$ cat src/verilog/agc_pkg.sv
/*
 Shared constants of the gain control and serial control block:
 register indices, field positions, reset values, timing figures.
 Assumes a single 250 MHz clock.
*/
package agc_pkg;
   localparam int CLK_MHZ = 250;
   // Register indices; byte address on the register bus is four times these
   localparam logic [7:0] REG_CTRL = 8'h01;
   localparam logic [7:0] REG_ATTACK = 8'h02;
   localparam logic [7:0] REG_RELEASE = 8'h03;
   localparam logic [7:0] REG_HOLD = 8'h04;
   localparam logic [7:0] REG_FIXED = 8'h05;
   localparam logic [7:0] REG_LIMIT = 8'h06;
   localparam logic [7:0] REG_MAXGAIN = 8'h07;
   localparam logic [7:0] REG_RST [1:7] = '{8'hc3, 8'h05, 8'h0b, 8'h00, 8'h06, 8'h3a, 8'hc2};
   // Control register fields
   localparam int CTRL_SPK_R = 7;
   localparam int CTRL_SPK_L = 6;
   localparam int CTRL_SWS = 5;
   localparam int CTRL_FLT_R = 4;
   localparam int CTRL_FLT_L = 3;
   localparam int CTRL_NG_EN = 0;
   localparam int TIME_W = 6;
   localparam int MAXG_LSB = 4;
   // Serial slave address, seven bits
   localparam logic [6:0] DEV_ADDR = 7'h58;
   // Gain in half-decibel steps, signed
   localparam logic signed [7:0] GAIN_START = 8'sh00;
   localparam logic signed [7:0] GAIN_MIN = -8'sh38;
   // Timer unit and output stage delay
   localparam int TICK_US = 10;
   localparam int TICK_CYC = TICK_US * CLK_MHZ;
   localparam int STARTUP_MS = 2;
   localparam int STARTUP_CYC = STARTUP_MS * 1000 * CLK_MHZ;
   localparam logic [1:0] RESP_OKAY = 2'h0;
   localparam logic [1:0] RESP_SLVERR = 2'h2;
endpackage

$ cat src/verilog/gain_timer.sv
/*
 One gain control interval timer, counting down in timer ticks.
 Assumes tick is a one-cycle enable from a divider on the same clock.
*/
`timescale 1ns/100ps
module gain_timer (
   input wire logic ref_clk,
   input wire logic srst,
   input wire logic restart,
   input wire logic tick,
   input wire logic [5:0] dur,
   output logic done
);
   logic [5:0] cnt_q;

   always_ff @(posedge ref_clk) begin
      if (srst || restart) begin
         cnt_q <= dur;
      end else if (tick && cnt_q != 6'h00) begin
         cnt_q <= cnt_q - 6'h01;
      end
   end

   assign done = (cnt_q == 6'h00);
endmodule // gain_timer

$ cat src/verilog/serial_slave.sv
/*
 Two-wire serial slave with a register pointer that advances per byte.
 Assumes scl and sda come straight from pins; the data line is open drain.
*/
`timescale 1ns/100ps
module serial_slave (
   input wire logic ref_clk,
   input wire logic srst,
   input wire logic scl_in,
   input wire logic sda_in,
   output logic sda_oe,
   output logic wr_en,
   output logic [7:0] wr_idx,
   output logic [7:0] wr_data,
   output logic [7:0] rd_idx,
   input wire logic [7:0] rd_data
);
   typedef enum logic [2:0] {ST_IDLE, ST_RX, ST_ACK, ST_TX, ST_RACK} st_t;
   typedef enum logic [1:0] {K_ADDR, K_REG, K_DATA} kind_t;
   st_t st_q;
   kind_t kind_q;
   logic [1:0] scl_s1, sda_s1;
   logic scl_s2, sda_s2, scl_p, sda_p;
   logic [7:0] sh_q, ptr_q;
   logic [3:0] cnt_q;
   logic rw_q, nack_q;

   always_ff @(posedge ref_clk) begin
      scl_s1 <= {scl_s1[0], scl_in};
      sda_s1 <= {sda_s1[0], sda_in};
      scl_p <= scl_s1[1];
      sda_p <= sda_s1[1];
   end
   assign scl_s2 = scl_s1[1];
   assign sda_s2 = sda_s1[1];

   wire rise = scl_s2 && !scl_p;
   wire fall = !scl_s2 && scl_p;
   wire start_c = scl_s2 && scl_p && sda_p && !sda_s2;
   wire stop_c = scl_s2 && scl_p && !sda_p && sda_s2;
   wire addr_hit = (sh_q[7:1] == agc_pkg::DEV_ADDR);

   assign rd_idx = ptr_q;
   assign wr_idx = ptr_q;
   assign wr_data = sh_q;

   always_ff @(posedge ref_clk) begin
      wr_en <= 1'b0;
      if (srst || stop_c) begin
         st_q <= ST_IDLE;
         sda_oe <= 1'b0;
         cnt_q <= 4'h0;
         if (srst) begin
            ptr_q <= 8'h00;
            kind_q <= K_ADDR;
            rw_q <= 1'b0;
            nack_q <= 1'b0;
            sh_q <= 8'h00;
         end
      end else if (start_c) begin
         st_q <= ST_RX;
         kind_q <= K_ADDR;
         sda_oe <= 1'b0;
         cnt_q <= 4'h0;
      end else begin
         unique case (st_q)
            ST_IDLE: ;
            ST_RX: begin
               if (rise) begin
                  sh_q <= {sh_q[6:0], sda_s2};
                  cnt_q <= cnt_q + 4'h1;
               end else if (fall && cnt_q == 4'h8) begin
                  cnt_q <= 4'h0;
                  st_q <= ST_ACK;
                  sda_oe <= 1'b1;
                  if (kind_q == K_ADDR) begin
                     rw_q <= sh_q[0];
                     if (!addr_hit) begin
                        st_q <= ST_IDLE;
                        sda_oe <= 1'b0;
                     end
                  end else if (kind_q == K_REG) begin
                     ptr_q <= sh_q;
                  end else begin
                     wr_en <= 1'b1;
                  end
               end
            end
            ST_ACK: begin
               if (fall) begin
                  if (kind_q == K_DATA) begin
                     ptr_q <= ptr_q + 8'h01;
                  end
                  if (kind_q == K_ADDR && rw_q) begin
                     sh_q <= rd_data;
                     ptr_q <= ptr_q + 8'h01;
                     sda_oe <= !rd_data[7];
                     st_q <= ST_TX;
                  end else begin
                     sda_oe <= 1'b0;
                     st_q <= ST_RX;
                     kind_q <= (kind_q == K_ADDR) ? K_REG : K_DATA;
                  end
               end
            end
            ST_TX: begin
               if (fall) begin
                  if (cnt_q == 4'h7) begin
                     sda_oe <= 1'b0;
                     st_q <= ST_RACK;
                     cnt_q <= 4'h0;
                  end else begin
                     cnt_q <= cnt_q + 4'h1;
                     sh_q <= {sh_q[6:0], 1'b0};
                     sda_oe <= !sh_q[6];
                  end
               end
            end
            ST_RACK: begin
               if (rise) begin
                  nack_q <= sda_s2;
               end else if (fall) begin
                  if (nack_q) begin
                     st_q <= ST_IDLE;
                  end else begin
                     sh_q <= rd_data;
                     ptr_q <= ptr_q + 8'h01;
                     sda_oe <= !rd_data[7];
                     st_q <= ST_TX;
                  end
               end
            end
         endcase
      end
   end
endmodule // serial_slave

$ cat src/verilog/agc_control.sv
/*
 Gain control loop, power sequencing and control registers, reached both
 by the two-wire serial port and by AXI4-Lite. Assumes envelope, fault and
 shutdown inputs arrive asynchronously from pins and analog detectors.
*/
// Overview of operation
// - Below the noise gate threshold, gain does not change.
// - Gain never rises above the programmed maximum gain.
// - Decreases only after the attack timer has expired.
// - Increases only after the release timer has expired.
// - All three timers restart after every gain change.
// - First increase after a decrease waits hold time, if enabled and longer.
// - Hold can be disabled; then release time governs.
// - Later increases are spaced by release time.
// - Shutdown pin high powers up port and logic, stage enables later.
// - Gain starts at zero decibels; ramping waits for the noise gate.
// - Clearing both speaker enables turns off both amplifiers only.
// - Software shutdown bit disables most amplifier functions.
// - Shutdown pin low stops the serial port and output stage and restores register defaults; AXI stays live.
// - Bytes are eight bits, MSB first, each acknowledged.
// - Start and stop are data edges while clock is high.
// - Acknowledge holds the data line low through its clock period.
// - Multi-byte read returns successive registers while master acknowledges.
// - Sequential write starts at received index, then next registers.
// - Any number of bytes between start and stop.
// - Each gain change is one half-decibel step.
`timescale 1ns/100ps
module agc_control #(
   parameter int STARTUP_CYC = agc_pkg::STARTUP_CYC
) (
   input wire logic ref_clk,
   input wire logic srst,
   input wire logic chip_shutdown_n,
   input wire logic scl_in,
   input wire logic sda_in,
   output logic sda_out,
   output logic sda_oe,
   input wire logic above_noise_gate,
   input wire logic want_gain_down,
   input wire logic want_gain_up,
   input wire logic fault_right,
   input wire logic fault_left,
   input wire logic thermal_alarm,
   output logic [7:0] gain_half_db,
   output logic output_stage_on,
   output logic right_amp_on,
   output logic left_amp_on,
   input wire logic [7:0] awaddr,
   input wire logic awvalid,
   output logic awready,
   input wire logic [31:0] wdata,
   input wire logic [3:0] wstrb,
   input wire logic wvalid,
   output logic wready,
   output logic [1:0] bresp,
   output logic bvalid,
   input wire logic bready,
   input wire logic [7:0] araddr,
   input wire logic arvalid,
   output logic arready,
   output logic [31:0] rdata,
   output logic [1:0] rresp,
   output logic rvalid,
   input wire logic rready
);
   // Asynchronous inputs pass two flops before use
   logic [6:0] sync1_q, sync2_q;
   always_ff @(posedge ref_clk) begin
      if (srst) begin
         sync1_q <= 7'h00;
         sync2_q <= 7'h00;
      end else begin
         sync1_q <= {chip_shutdown_n, above_noise_gate, want_gain_down,
                     want_gain_up, fault_right, fault_left, thermal_alarm};
         sync2_q <= sync1_q;
      end
   end
   wire sd_n_s = sync2_q[6];
   wire gate_s = sync2_q[5];
   wire down_s = sync2_q[4];
   wire up_s = sync2_q[3];
   wire flt_r_s = sync2_q[2];
   wire flt_l_s = sync2_q[1];
   wire therm_s = sync2_q[0];

   // Shutdown pin low resets registers and serial port
   wire chip_rst = srst || !sd_n_s;

   // Register file
   logic [7:0] regs_q [1:7];
   logic flt_r_q, flt_l_q;
   logic [7:0] view [0:7];
   logic [7:0] i2c_rd_idx, i2c_wr_idx, i2c_wr_data;
   logic i2c_wr_en;

   wire [7:0] ctrl = regs_q[1];
   wire software_shutdown = ctrl[agc_pkg::CTRL_SWS];
   wire ng_en = ctrl[agc_pkg::CTRL_NG_EN];
   wire [5:0] atk_dur = regs_q[2][5:0];
   wire [5:0] rel_dur = regs_q[3][5:0];
   wire [5:0] hold_dur = regs_q[4][5:0];
   wire [3:0] max_code = regs_q[7][7:agc_pkg::MAXG_LSB];

   always_comb begin
      view[0] = 8'h00;
      view[1] = {ctrl[7:5], flt_r_q, flt_l_q, therm_s, 1'b1, ctrl[0]};
      for (int i = 2; i < 8; i++) begin
         view[i] = regs_q[i];
      end
   end

   wire [7:0] i2c_rd_data = (i2c_rd_idx[7:3] == 5'h00) ? view[i2c_rd_idx[2:0]] : 8'h00;

   serial_slave u_serial (
      .ref_clk(ref_clk),
      .srst(chip_rst),
      .scl_in(scl_in),
      .sda_in(sda_in),
      .sda_oe(sda_oe),
      .wr_en(i2c_wr_en),
      .wr_idx(i2c_wr_idx),
      .wr_data(i2c_wr_data),
      .rd_idx(i2c_rd_idx),
      .rd_data(i2c_rd_data)
   );
   // Open drain: only ever pulls low
   assign sda_out = 1'b0;

   // AXI4-Lite slave; index = byte address / 4
   logic aw_have_q, w_have_q;
   logic [7:0] aw_q;
   logic [7:0] w_q;
   logic w_strb_q;
   wire [2:0] aw_idx = aw_q[4:2];
   wire aw_ok = (aw_q[7:5] == 3'h0) && (aw_idx != 3'h0);
   wire [2:0] ar_idx = araddr[4:2];
   wire ar_ok = (araddr[7:5] == 3'h0) && (ar_idx != 3'h0);
   // Serial writes take the port first; bus write waits a cycle
   wire axi_do = aw_have_q && w_have_q && !bvalid && !i2c_wr_en;
   wire axi_wr = axi_do && aw_ok && w_strb_q;

   assign awready = !aw_have_q && !bvalid;
   assign wready = !w_have_q && !bvalid;
   assign arready = !rvalid;

   always_ff @(posedge ref_clk) begin
      if (srst) begin
         aw_have_q <= 1'b0;
         w_have_q <= 1'b0;
         aw_q <= 8'h00;
         w_q <= 8'h00;
         w_strb_q <= 1'b0;
         bvalid <= 1'b0;
         bresp <= agc_pkg::RESP_OKAY;
      end else begin
         if (awvalid && awready) begin
            aw_have_q <= 1'b1;
            aw_q <= awaddr;
         end
         if (wvalid && wready) begin
            w_have_q <= 1'b1;
            w_q <= wdata[7:0];
            w_strb_q <= wstrb[0];
         end
         if (axi_do) begin
            aw_have_q <= 1'b0;
            w_have_q <= 1'b0;
            bvalid <= 1'b1;
            bresp <= aw_ok ? agc_pkg::RESP_OKAY : agc_pkg::RESP_SLVERR;
         end else if (bvalid && bready) begin
            bvalid <= 1'b0;
         end
      end
   end

   always_ff @(posedge ref_clk) begin
      if (srst) begin
         rvalid <= 1'b0;
         rdata <= 32'h0000_0000;
         rresp <= agc_pkg::RESP_OKAY;
      end else if (arvalid && arready) begin
         rvalid <= 1'b1;
         rdata <= {24'h00_0000, ar_ok ? view[ar_idx] : 8'h00};
         rresp <= ar_ok ? agc_pkg::RESP_OKAY : agc_pkg::RESP_SLVERR;
      end else if (rvalid && rready) begin
         rvalid <= 1'b0;
      end
   end

   // Merged write port
   wire wr_en = i2c_wr_en || axi_wr;
   wire [7:0] wr_idx = i2c_wr_en ? i2c_wr_idx : {5'h00, aw_idx};
   wire [7:0] wr_data = i2c_wr_en ? i2c_wr_data : w_q;
   wire wr_hit = wr_en && wr_idx >= agc_pkg::REG_CTRL && wr_idx <= agc_pkg::REG_MAXGAIN;
   wire wr_ctrl = wr_en && wr_idx == agc_pkg::REG_CTRL;

   always_ff @(posedge ref_clk) begin
      if (chip_rst) begin
         for (int i = 1; i < 8; i++) begin
            regs_q[i] <= agc_pkg::REG_RST[i];
         end
      end else if (wr_hit) begin
         regs_q[wr_idx[2:0]] <= wr_data;
      end
   end

   // Fault flags: writing 0 clears, a new fault in the same cycle wins
   always_ff @(posedge ref_clk) begin
      if (chip_rst) begin
         flt_r_q <= agc_pkg::REG_RST[1][agc_pkg::CTRL_FLT_R];
         flt_l_q <= agc_pkg::REG_RST[1][agc_pkg::CTRL_FLT_L];
      end else begin
         flt_r_q <= flt_r_s || (flt_r_q && !(wr_ctrl && !wr_data[agc_pkg::CTRL_FLT_R]));
         flt_l_q <= flt_l_s || (flt_l_q && !(wr_ctrl && !wr_data[agc_pkg::CTRL_FLT_L]));
      end
   end

   // Power sequencing; relies on the controller not cutting a sequence short
   logic [31:0] up_cnt_q;
   wire powered = sd_n_s && !software_shutdown;
   always_ff @(posedge ref_clk) begin
      if (srst || !powered) begin
         up_cnt_q <= 32'h0000_0000;
         output_stage_on <= 1'b0;
      end else if (up_cnt_q == 32'(STARTUP_CYC - 1)) begin
         output_stage_on <= 1'b1;
      end else begin
         up_cnt_q <= up_cnt_q + 32'h0000_0001;
      end
   end

   assign right_amp_on = output_stage_on && ctrl[agc_pkg::CTRL_SPK_R];
   assign left_amp_on = output_stage_on && ctrl[agc_pkg::CTRL_SPK_L];

   // Timer tick divider
   logic [15:0] tick_cnt_q;
   logic tick_q;
   // Wrap on the last count, so ticks are exactly TICK_CYC apart
   wire tick_wrap = (tick_cnt_q == 16'(agc_pkg::TICK_CYC - 1));
   always_ff @(posedge ref_clk) begin
      if (srst) begin
         tick_cnt_q <= 16'h0000;
         tick_q <= 1'b0;
      end else begin
         tick_q <= tick_wrap;
         tick_cnt_q <= tick_wrap ? 16'h0000 : tick_cnt_q + 16'h0001;
      end
   end

   // Gain control loop
   logic signed [7:0] gain_q;
   logic after_dec_q;
   logic atk_done, rel_done, hold_done;
   wire gate_open = !ng_en || gate_s;
   wire signed [7:0] cap = $signed({2'b00, max_code, 2'b00});
   wire use_hold = after_dec_q && hold_dur != 6'h00 && hold_dur > rel_dur;
   wire inc_wait = use_hold ? hold_done : rel_done;
   wire do_dec = output_stage_on && gate_open && down_s && atk_done && gain_q > agc_pkg::GAIN_MIN;
   wire do_inc = output_stage_on && gate_open && up_s && !down_s && inc_wait && gain_q < cap;
   wire change = do_dec || do_inc;
   wire tmr_restart = change || !output_stage_on;

   gain_timer u_attack (
      .ref_clk(ref_clk),
      .srst(srst),
      .restart(tmr_restart),
      .tick(tick_q),
      .dur(atk_dur),
      .done(atk_done)
   );
   gain_timer u_release (
      .ref_clk(ref_clk),
      .srst(srst),
      .restart(tmr_restart),
      .tick(tick_q),
      .dur(rel_dur),
      .done(rel_done)
   );
   gain_timer u_hold (
      .ref_clk(ref_clk),
      .srst(srst),
      .restart(tmr_restart),
      .tick(tick_q),
      .dur(hold_dur),
      .done(hold_done)
   );

   always_ff @(posedge ref_clk) begin
      if (srst || !output_stage_on) begin
         gain_q <= agc_pkg::GAIN_START;
         after_dec_q <= 1'b0;
      end else if (do_dec) begin
         gain_q <= gain_q - 8'sh01;
         after_dec_q <= 1'b1;
      end else if (do_inc) begin
         gain_q <= gain_q + 8'sh01;
         after_dec_q <= 1'b0;
      end
   end

   assign gain_half_db = gain_q;
endmodule // agc_control

$ cat config.mk
export PLATFORM = sky130hd
export DESIGN_NAME = agc_control
export DESIGN_NICKNAME = d
export VERILOG_FILES = /design/src/verilog/agc_pkg.sv /design/src/verilog/gain_timer.sv /design/src/verilog/serial_slave.sv /design/src/verilog/agc_control.sv
export SDC_FILE = /design/constraint.sdc
export NUM_CORES = 1
export LEC_CHECK = 0
export BUFFER_PORTS_ARGS = -buffer_cell sky130_fd_sc_hd__buf_2
export CORE_MARGIN = 4
export CORE_UTILIZATION = 25
export DETAILED_ROUTE_END_ITERATION = 6
export HOLD_SLACK_MARGIN = 0.12
export REMOVE_ABC_BUFFERS = 1
export SLEW_MARGIN = 40
export SYNTH_ARGS = -nofsm -noshare
export SYNTH_HDL_FRONTEND = slang
export SYNTH_SLANG_ARGS = --single-unit
$ cat constraint.sdc
create_clock -name ref_clk -period 7.25 [get_ports ref_clk]
set_clock_uncertainty 0.05 [all_clocks]
set_input_delay 1.0875 -clock ref_clk [delete_from_list [all_inputs] [get_ports ref_clk]]
set_output_delay 1.0875 -clock ref_clk [all_outputs]
set_load 0.005 [all_outputs]
==> results.py, run 1 <==
metrics = {
    "timing": {
        "setup_ws_ns": 3.52,
        "grt_setup_unrepaired": "no",
        "fmax_ghz": 0.268,
        "finalSetupViolCount": 0,
        "finalHoldViolations": 0,
        "relSlewSlack_pct": 47.8,
        "tns_ns": 0,
        "maxSlewViolCount": 0,
        "period_minus_slack_ns": 3.73,
        "post-route-period-util_pct": 51.4,
        "hold_ws_ns": 0.277,
        "tightest_slew_ns": 0.781,
    },
    "global_route": {
        "grt_max_degree": 38,
        "grt_pass1_vias": 7696,
        "grt_first_pass_wirelength_um": 41900,
        "antenna_found_initial": 0,
        "grt-ovfl-total": 0,
        "use_met3_pct": 2.05,
        "globalRouteMet1Util_pct": 14.9,
        "grt_busiest_layer": "met2",
        "use_met2_pct": 18.2,
        "grt.total_usage_pct": 11.1,
    },
    "route": {
        "drc": 0,
        "avgViaCountPerCell": 4.64,
        "dr.pass1.iters": 5,
        "drtAntennaViolNets": 0,
        "drt_first_iter_violations": 507,
        "wl_um": 26500,
        "wl_per_cell_um": 15.4,
        "vias": 7974,
    },
    "die": {
        "fp.dieH_um": 214,
        "io_pins": 122,
        "coreArea_um2": 42000,
        "start_util_pct": 25.3,
        "die_x_um": 214,
        "dieArea_um2": 45900,
        "fp-row-count": 75,
    },
    "critical_path": {
        "r2r_slack_ns": 3.52,
        "r2r-end": "gain_half_db[7]",
        "required_ns": 7.59,
        "crit_fanout": 12,
        "cp-startpoint": "u_attack.cnt_q[0]",
        "start_kind": "flop",
        "rr_worst_depth": 12,
        "path_class": "flop to flop",
        "endpoint_kind": "flop",
        "worstReg2RegStart": "u_attack.cnt_q[0]",
        "cp.arrival_ns": 4.07,
    },
    "cts": {
        "post_cts_buffers": 0,
        "cts.path.max_buffers": 3,
        "cts_tree": "done",
        "cts_buffers": 25,
        "clk_latency_ns": 0.56,
        "cts.sinks": 209,
        "post_cts_resized": 0,
        "cts_hold_buf": 0,
        "cts_root_buffer": "clkbuf_16",
        "cts.htree.levels": 1,
        "clkTransAtPathRegs_ns": 0.06,
    },
    "synth": {
        "ys_warn_count": 0,
        "synth_xor_area_share_pct": 5.11,
        "synth_seq_cells": 209,
        "seq_area_frac_synth_pct": 47.8,
        "muxShareOfSynthArea_pct": 8.36,
        "ys.flop_type": "dfxtp_1",
        "synth_top_family_by_area": "simple AND/OR/NAND/NOR gates",
        "synthArstFlopShare_pct": 0,
        "syn_inst": 1108,
        "yosys.area_share.simple_pct": 21.1,
        "synth_cell_type_count": 61,
        "synth_area_um2": 10600,
        "synth_area_per_cell_um2": 9.60,
        "synth-adder-area-share_pct": 3.13,
        "synth_compound_area_share_pct": 9.51,
        "synth_edf_count": 90,
    },
    "outcome": {
        "status": "finished clean",
    },
    "place": {
        "hpwl_um": 19300,
        "dp_cells": 1671,
        "dp_worst_setup_slack_ns": 3.46,
        "place_area_um2": 11400,
        "gp_congestion": 0.823,
        "port_buffers": 63,
    },
    "power": {
        "peakVddDrop_uv": 145,
        "p_leak_uw": 0.00451,
        "power_density_nw_per_um2": 216,
    },
    "layout": {
        "layout_commonest_cell": "nor2_1",
        "seqCellArea_um2": 5090,
        "multi_input_area_um2": 5170,
        "nets": 1253,
        "finalInstanceArea_um2": 12300,
        "layout-drive-gt1-share_pct": 14.3,
        "fin_cells": 1718,
        "mostFrequentLayoutCells": "nor2_1, nand2_1, dfxtp_1",
        "fill_cells": 4392,
        "syn_to_final_growth_pct": 15.3,
    },
    "worst_hold_path": {
        "hold_depth": 0,
        "min-delay-start": "u_serial.scl_s1[0]",
        "holdPathEnd": "u_serial.scl_s1[1]",
        "min_path_type": "flop to flop",
    },
    "job": {
        "maxCapViolCount": 0,
    },
}
[through the flow]
stage,util [%],total power (uW)
CTS,29.1,2690
global placement,27.0,1430
detailed placement,27.2,1440
finish,29.2,2640
global route,29.2,2750
floorplan,-,1370
[Yosys cell counts, drive strengths merged, types with 10 or more instances]
library cell	count	share of area, %
nand2b	13	0.76
mux4	16	3.4
ha	25	2.9
nand2	128	4.5
mux2i	27	2.5
clkbuf	34	1.2
a21oi	42	2.0
or3	10	0.59
xor2	34	2.8
xnor2	28	2.3
a22oi	22	1.6
nor2	148	5.2
nor3	24	1.1
buf	38	2.5
nand3	49	2.4
edfxtp	90	25
nor2b	33	1.9
nor4	17	1.1
nand4	10	0.59
o21ai	46	2.2
dfxtp	119	22
mux2	23	2.4
inv	37	1.3
[cells by family after synthesis]
| family | Yosys count |
|---|---|
| AND/OR/NAND/NOR | 473 |
| flip-flops | 209 |
| AO/OA/AOI/OAI | 162 |
| buffers and inverters | 109 |
| multiplexers | 66 |
| XOR/XNOR | 62 |
| adder cells (fa/ha/maj) | 26 |
| other | 1 |
[state kept, by name, summed over array words and instances (netlist names), 2 cells and up]
signal / flops
u_serial.st_q: 3
u_serial.wr_data: 8
u_serial.scl_s1: 2
sync1_q: 7
aw_q: 6
sync2_q: 7
w_q: 8
rdata: 8
u_attack.cnt_q: 6
u_release.cnt_q: 6
u_hold.cnt_q: 6
u_serial.kind_q: 2
u_serial.cnt_q: 4
u_serial.sda_s1: 2
up_cnt_q: 32
u_serial.rd_idx: 8
gain_half_db: 8
tick_cnt_q: 16
regs_q: 52
[per-layer routing]
layer	routed length [um]	share of wire, %
met5	0	0
met2	12300	46
met3	1340	5.0
met1	12100	45
met4	857	3.2
[how the worst max path moves through the flow]
stage | to | slack, ns | cells after the start
finish | gain_half_db[7] | 3.52 | 12
global route | gain_half_db[7] | 3.22 | 12
CTS | gain_half_db[7] | 3.52 | 12
detailed placement | u_serial.wr_data[3] | 3.46 | 7
global placement | u_serial.wr_data[3] | 3.46 | 7
floorplan | gain_half_db[7] | 4.18 | 12
[critical path, stage by stage, from the launching register on]
cell and delay, ns:
edfxtp_1 0.38, inv_1 0.11, ha_1 0.15, nand3_1 0.18, or4_1 0.70, inv_1 0.36, ha_1 0.31, a21o_1 0.19
a211oi_1 0.23, nor2_1 0.11, o41ai_1 0.51, a211o_1 0.18, o311ai_0 0.13
[final cells by class]
cell class                 count  share of cell area (%)
clock buffer                  31                    5.71
timing repair buffer          70                    3.06
inverter                      37                    1.13
clock inverter                15                   0.939
sequential                   209                    41.5
multi-input combinational    816                    42.1
antenna                        1                  0.0204
tap                          539                    5.50
[where the power goes]
group	internal [uW]	switching, uW
clock network	723	510
logic	53.1	85.1
registers	1250	24.4
(Power assumes the default switching activity.)
==> inputs of run 2 (changes only) <==
--- a/config.mk
+++ b/config.mk
@@ -5,6 +5,7 @@
 export SDC_FILE = /design/constraint.sdc
 export NUM_CORES = 1
 export LEC_CHECK = 0
+export ABC_AREA = 1
 export BUFFER_PORTS_ARGS = -buffer_cell sky130_fd_sc_hd__buf_2
 export CORE_MARGIN = 4
 export CORE_UTILIZATION = 25
==> constraint.sdc (replaced) <==
create_clock -name ref_clk -period 3.6 [get_ports ref_clk]
set_clock_uncertainty 0.05 [all_clocks]
set_input_delay 0.54 -clock ref_clk [delete_from_list [all_inputs] [get_ports ref_clk]]
set_output_delay 0.54 -clock ref_clk [all_outputs]
set_load 0.005 [all_outputs]
==> run 2 against run 1 <==
Net effect:
- fmax grew 33%
- synthesized cell count up 30%
- combinational power up 130%
- setup slack got worse by 2.7 ns
- synthesized area up 4.8%
==> results.py, run 2 <==
metrics = {
    "synth": {
        "synth_most_common_cell": "nand2_1",
        "seq_area_frac_synth_pct": 45.6,
        "ys_warn_count": 0,
        "synth_cell_type_count": 57,
        "synth_area_um2": 11100,
        "synthArstFlopShare_pct": 0,
        "yosysTopAreaCell": "edfxtp_1",
        "synth_common_cells": "nand2_1, nor2_1, inv_1, dfxtp_1",
        "synth_area_leaders": "edfxtp_1, dfxtp_1, nand2_1",
        "synth_top_area_share_pct": 24.2,
        "synth_seq_cells": 209,
        "ys.flop_type": "dfxtp_1",
        "synth_edf_count": 90,
        "syn_inst": 1436,
        "synth_area_per_cell_um2": 7.76,
    },
    "die": {
        "coreArea_um2": 44100,
        "fp.dieH_um": 219,
        "start_util_pct": 25.3,
        "dieArea_um2": 48000,
        "die_x_um": 219,
        "io_pins": 122,
        "fp-row-count": 77,
    },
    "route": {
        "met2_length_um": 12800,
        "drc": 0,
        "wl_met1_um": 13800,
        "vias": 9578,
        "dr.pass1.iters": 6,
        "topRoutingLayerUsed": "met4",
        "drt_first_iter_violations": 669,
        "drtAntennaViolNets": 0,
        "wl_um": 29300,
        "wl_per_cell_um": 13.8,
        "wl_met3_um": 2140,
        "avgViaCountPerCell": 4.52,
    },
    "worst_hold_path": {
        "hold_depth": 3,
        "min-delay-start": "thermal_alarm",
        "holdPathEnd": "sync1_q[0]",
        "min_path_type": "input pin to flop",
    },
    "power": {
        "peakVddDrop_uv": 286,
        "p_leak_uw": 0.00508,
        "finalPower_uw": 5340,
        "power_density_nw_per_um2": 414,
    },
    "critical_path": {
        "start_kind": "flop",
        "rr_worst_depth": 15,
        "path_class": "flop to flop",
        "endpoint_kind": "flop",
        "cp.arrival_ns": 3.23,
        "required_ns": 4.02,
        "r2r-end": "gain_half_db[6]",
        "worstReg2RegStart": "u_attack.cnt_q[0]",
        "crit_fanout": 6,
        "r2r_slack_ns": 0.79,
    },
    "cts": {
        "cts_tree": "done",
        "post_cts_buffers": 0,
        "cts.htree.levels": 1,
        "clkTransAtPathRegs_ns": 0.06,
        "cts.sinks": 209,
        "cts_root_buffer": "clkbuf_16",
        "clk_latency_ns": 0.54,
        "post_cts_resized": 0,
        "cts_buffers": 25,
        "cts.path.max_buffers": 3,
    },
    "layout": {
        "top_register": "regs_q",
        "syn_to_final_growth_pct": 15.7,
        "top_regs": "regs_q (52), up_cnt_q (32), tick_cnt_q (16)",
        "layout-drive-gt1-share_pct": 13.1,
        "multi_input_area_um2": 5150,
        "n_antenna_cell": 0,
        "largest_reg_flops": 52,
        "utilization_pct": 29.2,
        "seqCellArea_um2": 5090,
        "nets": 1602,
        "finalInstanceArea_um2": 12900,
        "mostFrequentLayoutCells": "nand2_1, nor2_1, inv_1",
        "fill_cells": 4813,
        "layout_commonest_cell": "nand2_1",
    },
    "timing": {
        "post-route-period-util_pct": 77.9,
        "period_minus_slack_ns": 2.81,
        "tns_ns": 0,
        "finalSetupViolCount": 0,
        "fmax_ghz": 0.356,
        "hold_ws_ns": 0.158,
        "maxSlewViolCount": 0,
        "tightest_slew_ns": 0.788,
        "relSlewSlack_pct": 47.4,
        "grt_setup_unrepaired": "no",
        "finalHoldViolations": 0,
    },
    "place": {
        "hpwl_um": 22100,
        "port_buffers": 63,
        "place_area_um2": 12100,
        "gp_congestion": 0.908,
    },
    "global_route": {
        "grt_max_degree": 37,
        "grt_pass1_vias": 9160,
        "grt-ovfl-total": 0,
        "grt_first_pass_wirelength_um": 46900,
        "antenna_found_initial": 0,
        "grt.total_usage_pct": 12.0,
    },
    "outcome": {
        "status": "finished clean",
    },
    "job": {
        "maxCapViolCount": 0,
    },
}
## run 2: worst max-delay path by stage
stage | from | to | slack (ns)
after CTS | u_attack.cnt_q[0] | gain_half_db[6] | 0.83
after global placement | srst | u_serial.wr_data[2] | 0.85
after detailed placement | srst | u_serial.wr_data[2] | 0.80
after global routing | u_attack.cnt_q[0] | gain_half_db[5] | 0.50
final | u_attack.cnt_q[0] | gain_half_db[6] | 0.79
after floorplan | srst | u_serial.rd_idx[0] | 1.07
## run 2: what timing repair did
| item | CTS | global route |
|---|---|---|
| hold endpoints to repair | 2 | 0 |
| hold buffers | 2 | 0 |
| setup endpoints to repair | 0 | 0 |
## run 2: worst max-delay path: stages (launching register included)
cell	delay, ns
edfxtp_1	0.39
inv_1	0.12
ha_1	0.17
nand3_1	0.13
nor2_1	0.22
nand3_1	0.19
inv_1	0.24
ha_1	0.33
a21oi_1	0.15
o21ai_0	0.16
nand2_1	0.10
nand2_1	0.05
a21oi_1	0.17
xnor2_1	0.14
nor2_1	0.06
nor2_1	0.07
## run 2: cell type report
class | instances | area share, %
clock buffers | 34 | 5.68
inverters | 188 | 5.49
well taps | 592 | 5.75
repair buffers | 74 | 3.13
multi-input cells | 1010 | 39.9
clock inverters | 12 | 0.582
flip-flops and latches | 209 | 39.5
## run 2: layer usage
| layer | vias up | global-route usage [%] |
|---|---|---|
| met5 | - | 0 |
| met4 | 0 | 3.24 |
| met3 | 41 | 2.12 |
| met2 | 320 | 18.7 |
| met1 | 4344 | 17.0 |
| li1 | 4873 | - |
## run 2: cell families (layout without fill, tap and decap cells)
logic type | Yosys count | after routing | share of synthesized area (%)
buffers and inverters | 243 | 308 | 9.28
xor gates and xnor gates | 28 | 28 | 2.20
adders and majority gates | 26 | 26 | 2.99
muxes | 3 | 3 | 0.269
DFF | 209 | 209 | 45.6
other | 1 | 27 | 0.0336
and+or+nand+nor | 673 | 673 | 27.1
AOI/OAI and AO/OA | 253 | 253 | 12.6
## run 2: through the flow
| stage | setup slack (ns) | instances |
|---|---|---|
| finish | 0.795 | 2119 |
| detailed placement | 0.805 | 2071 |
| floorplan | 1.07 | 1407 |
| CTS | 0.828 | 2119 |
| global placement | 0.854 | 2071 |
| global route | 0.503 | 2119 |
## run 2: power by group
| part | total [uW] | switching, uW | leakage (uW) | internal [uW] |
|---|---|---|---|---|
| Sequential | 2570 | 47.4 | 0.00196 | 2520 |
| Clock | 2460 | 1020 | 0.000401 | 1430 |
| Combinational | 313 | 214 | 0.00272 | 99.1 |
| Total | 5340 | 1290 | 0.00508 | 4050 |
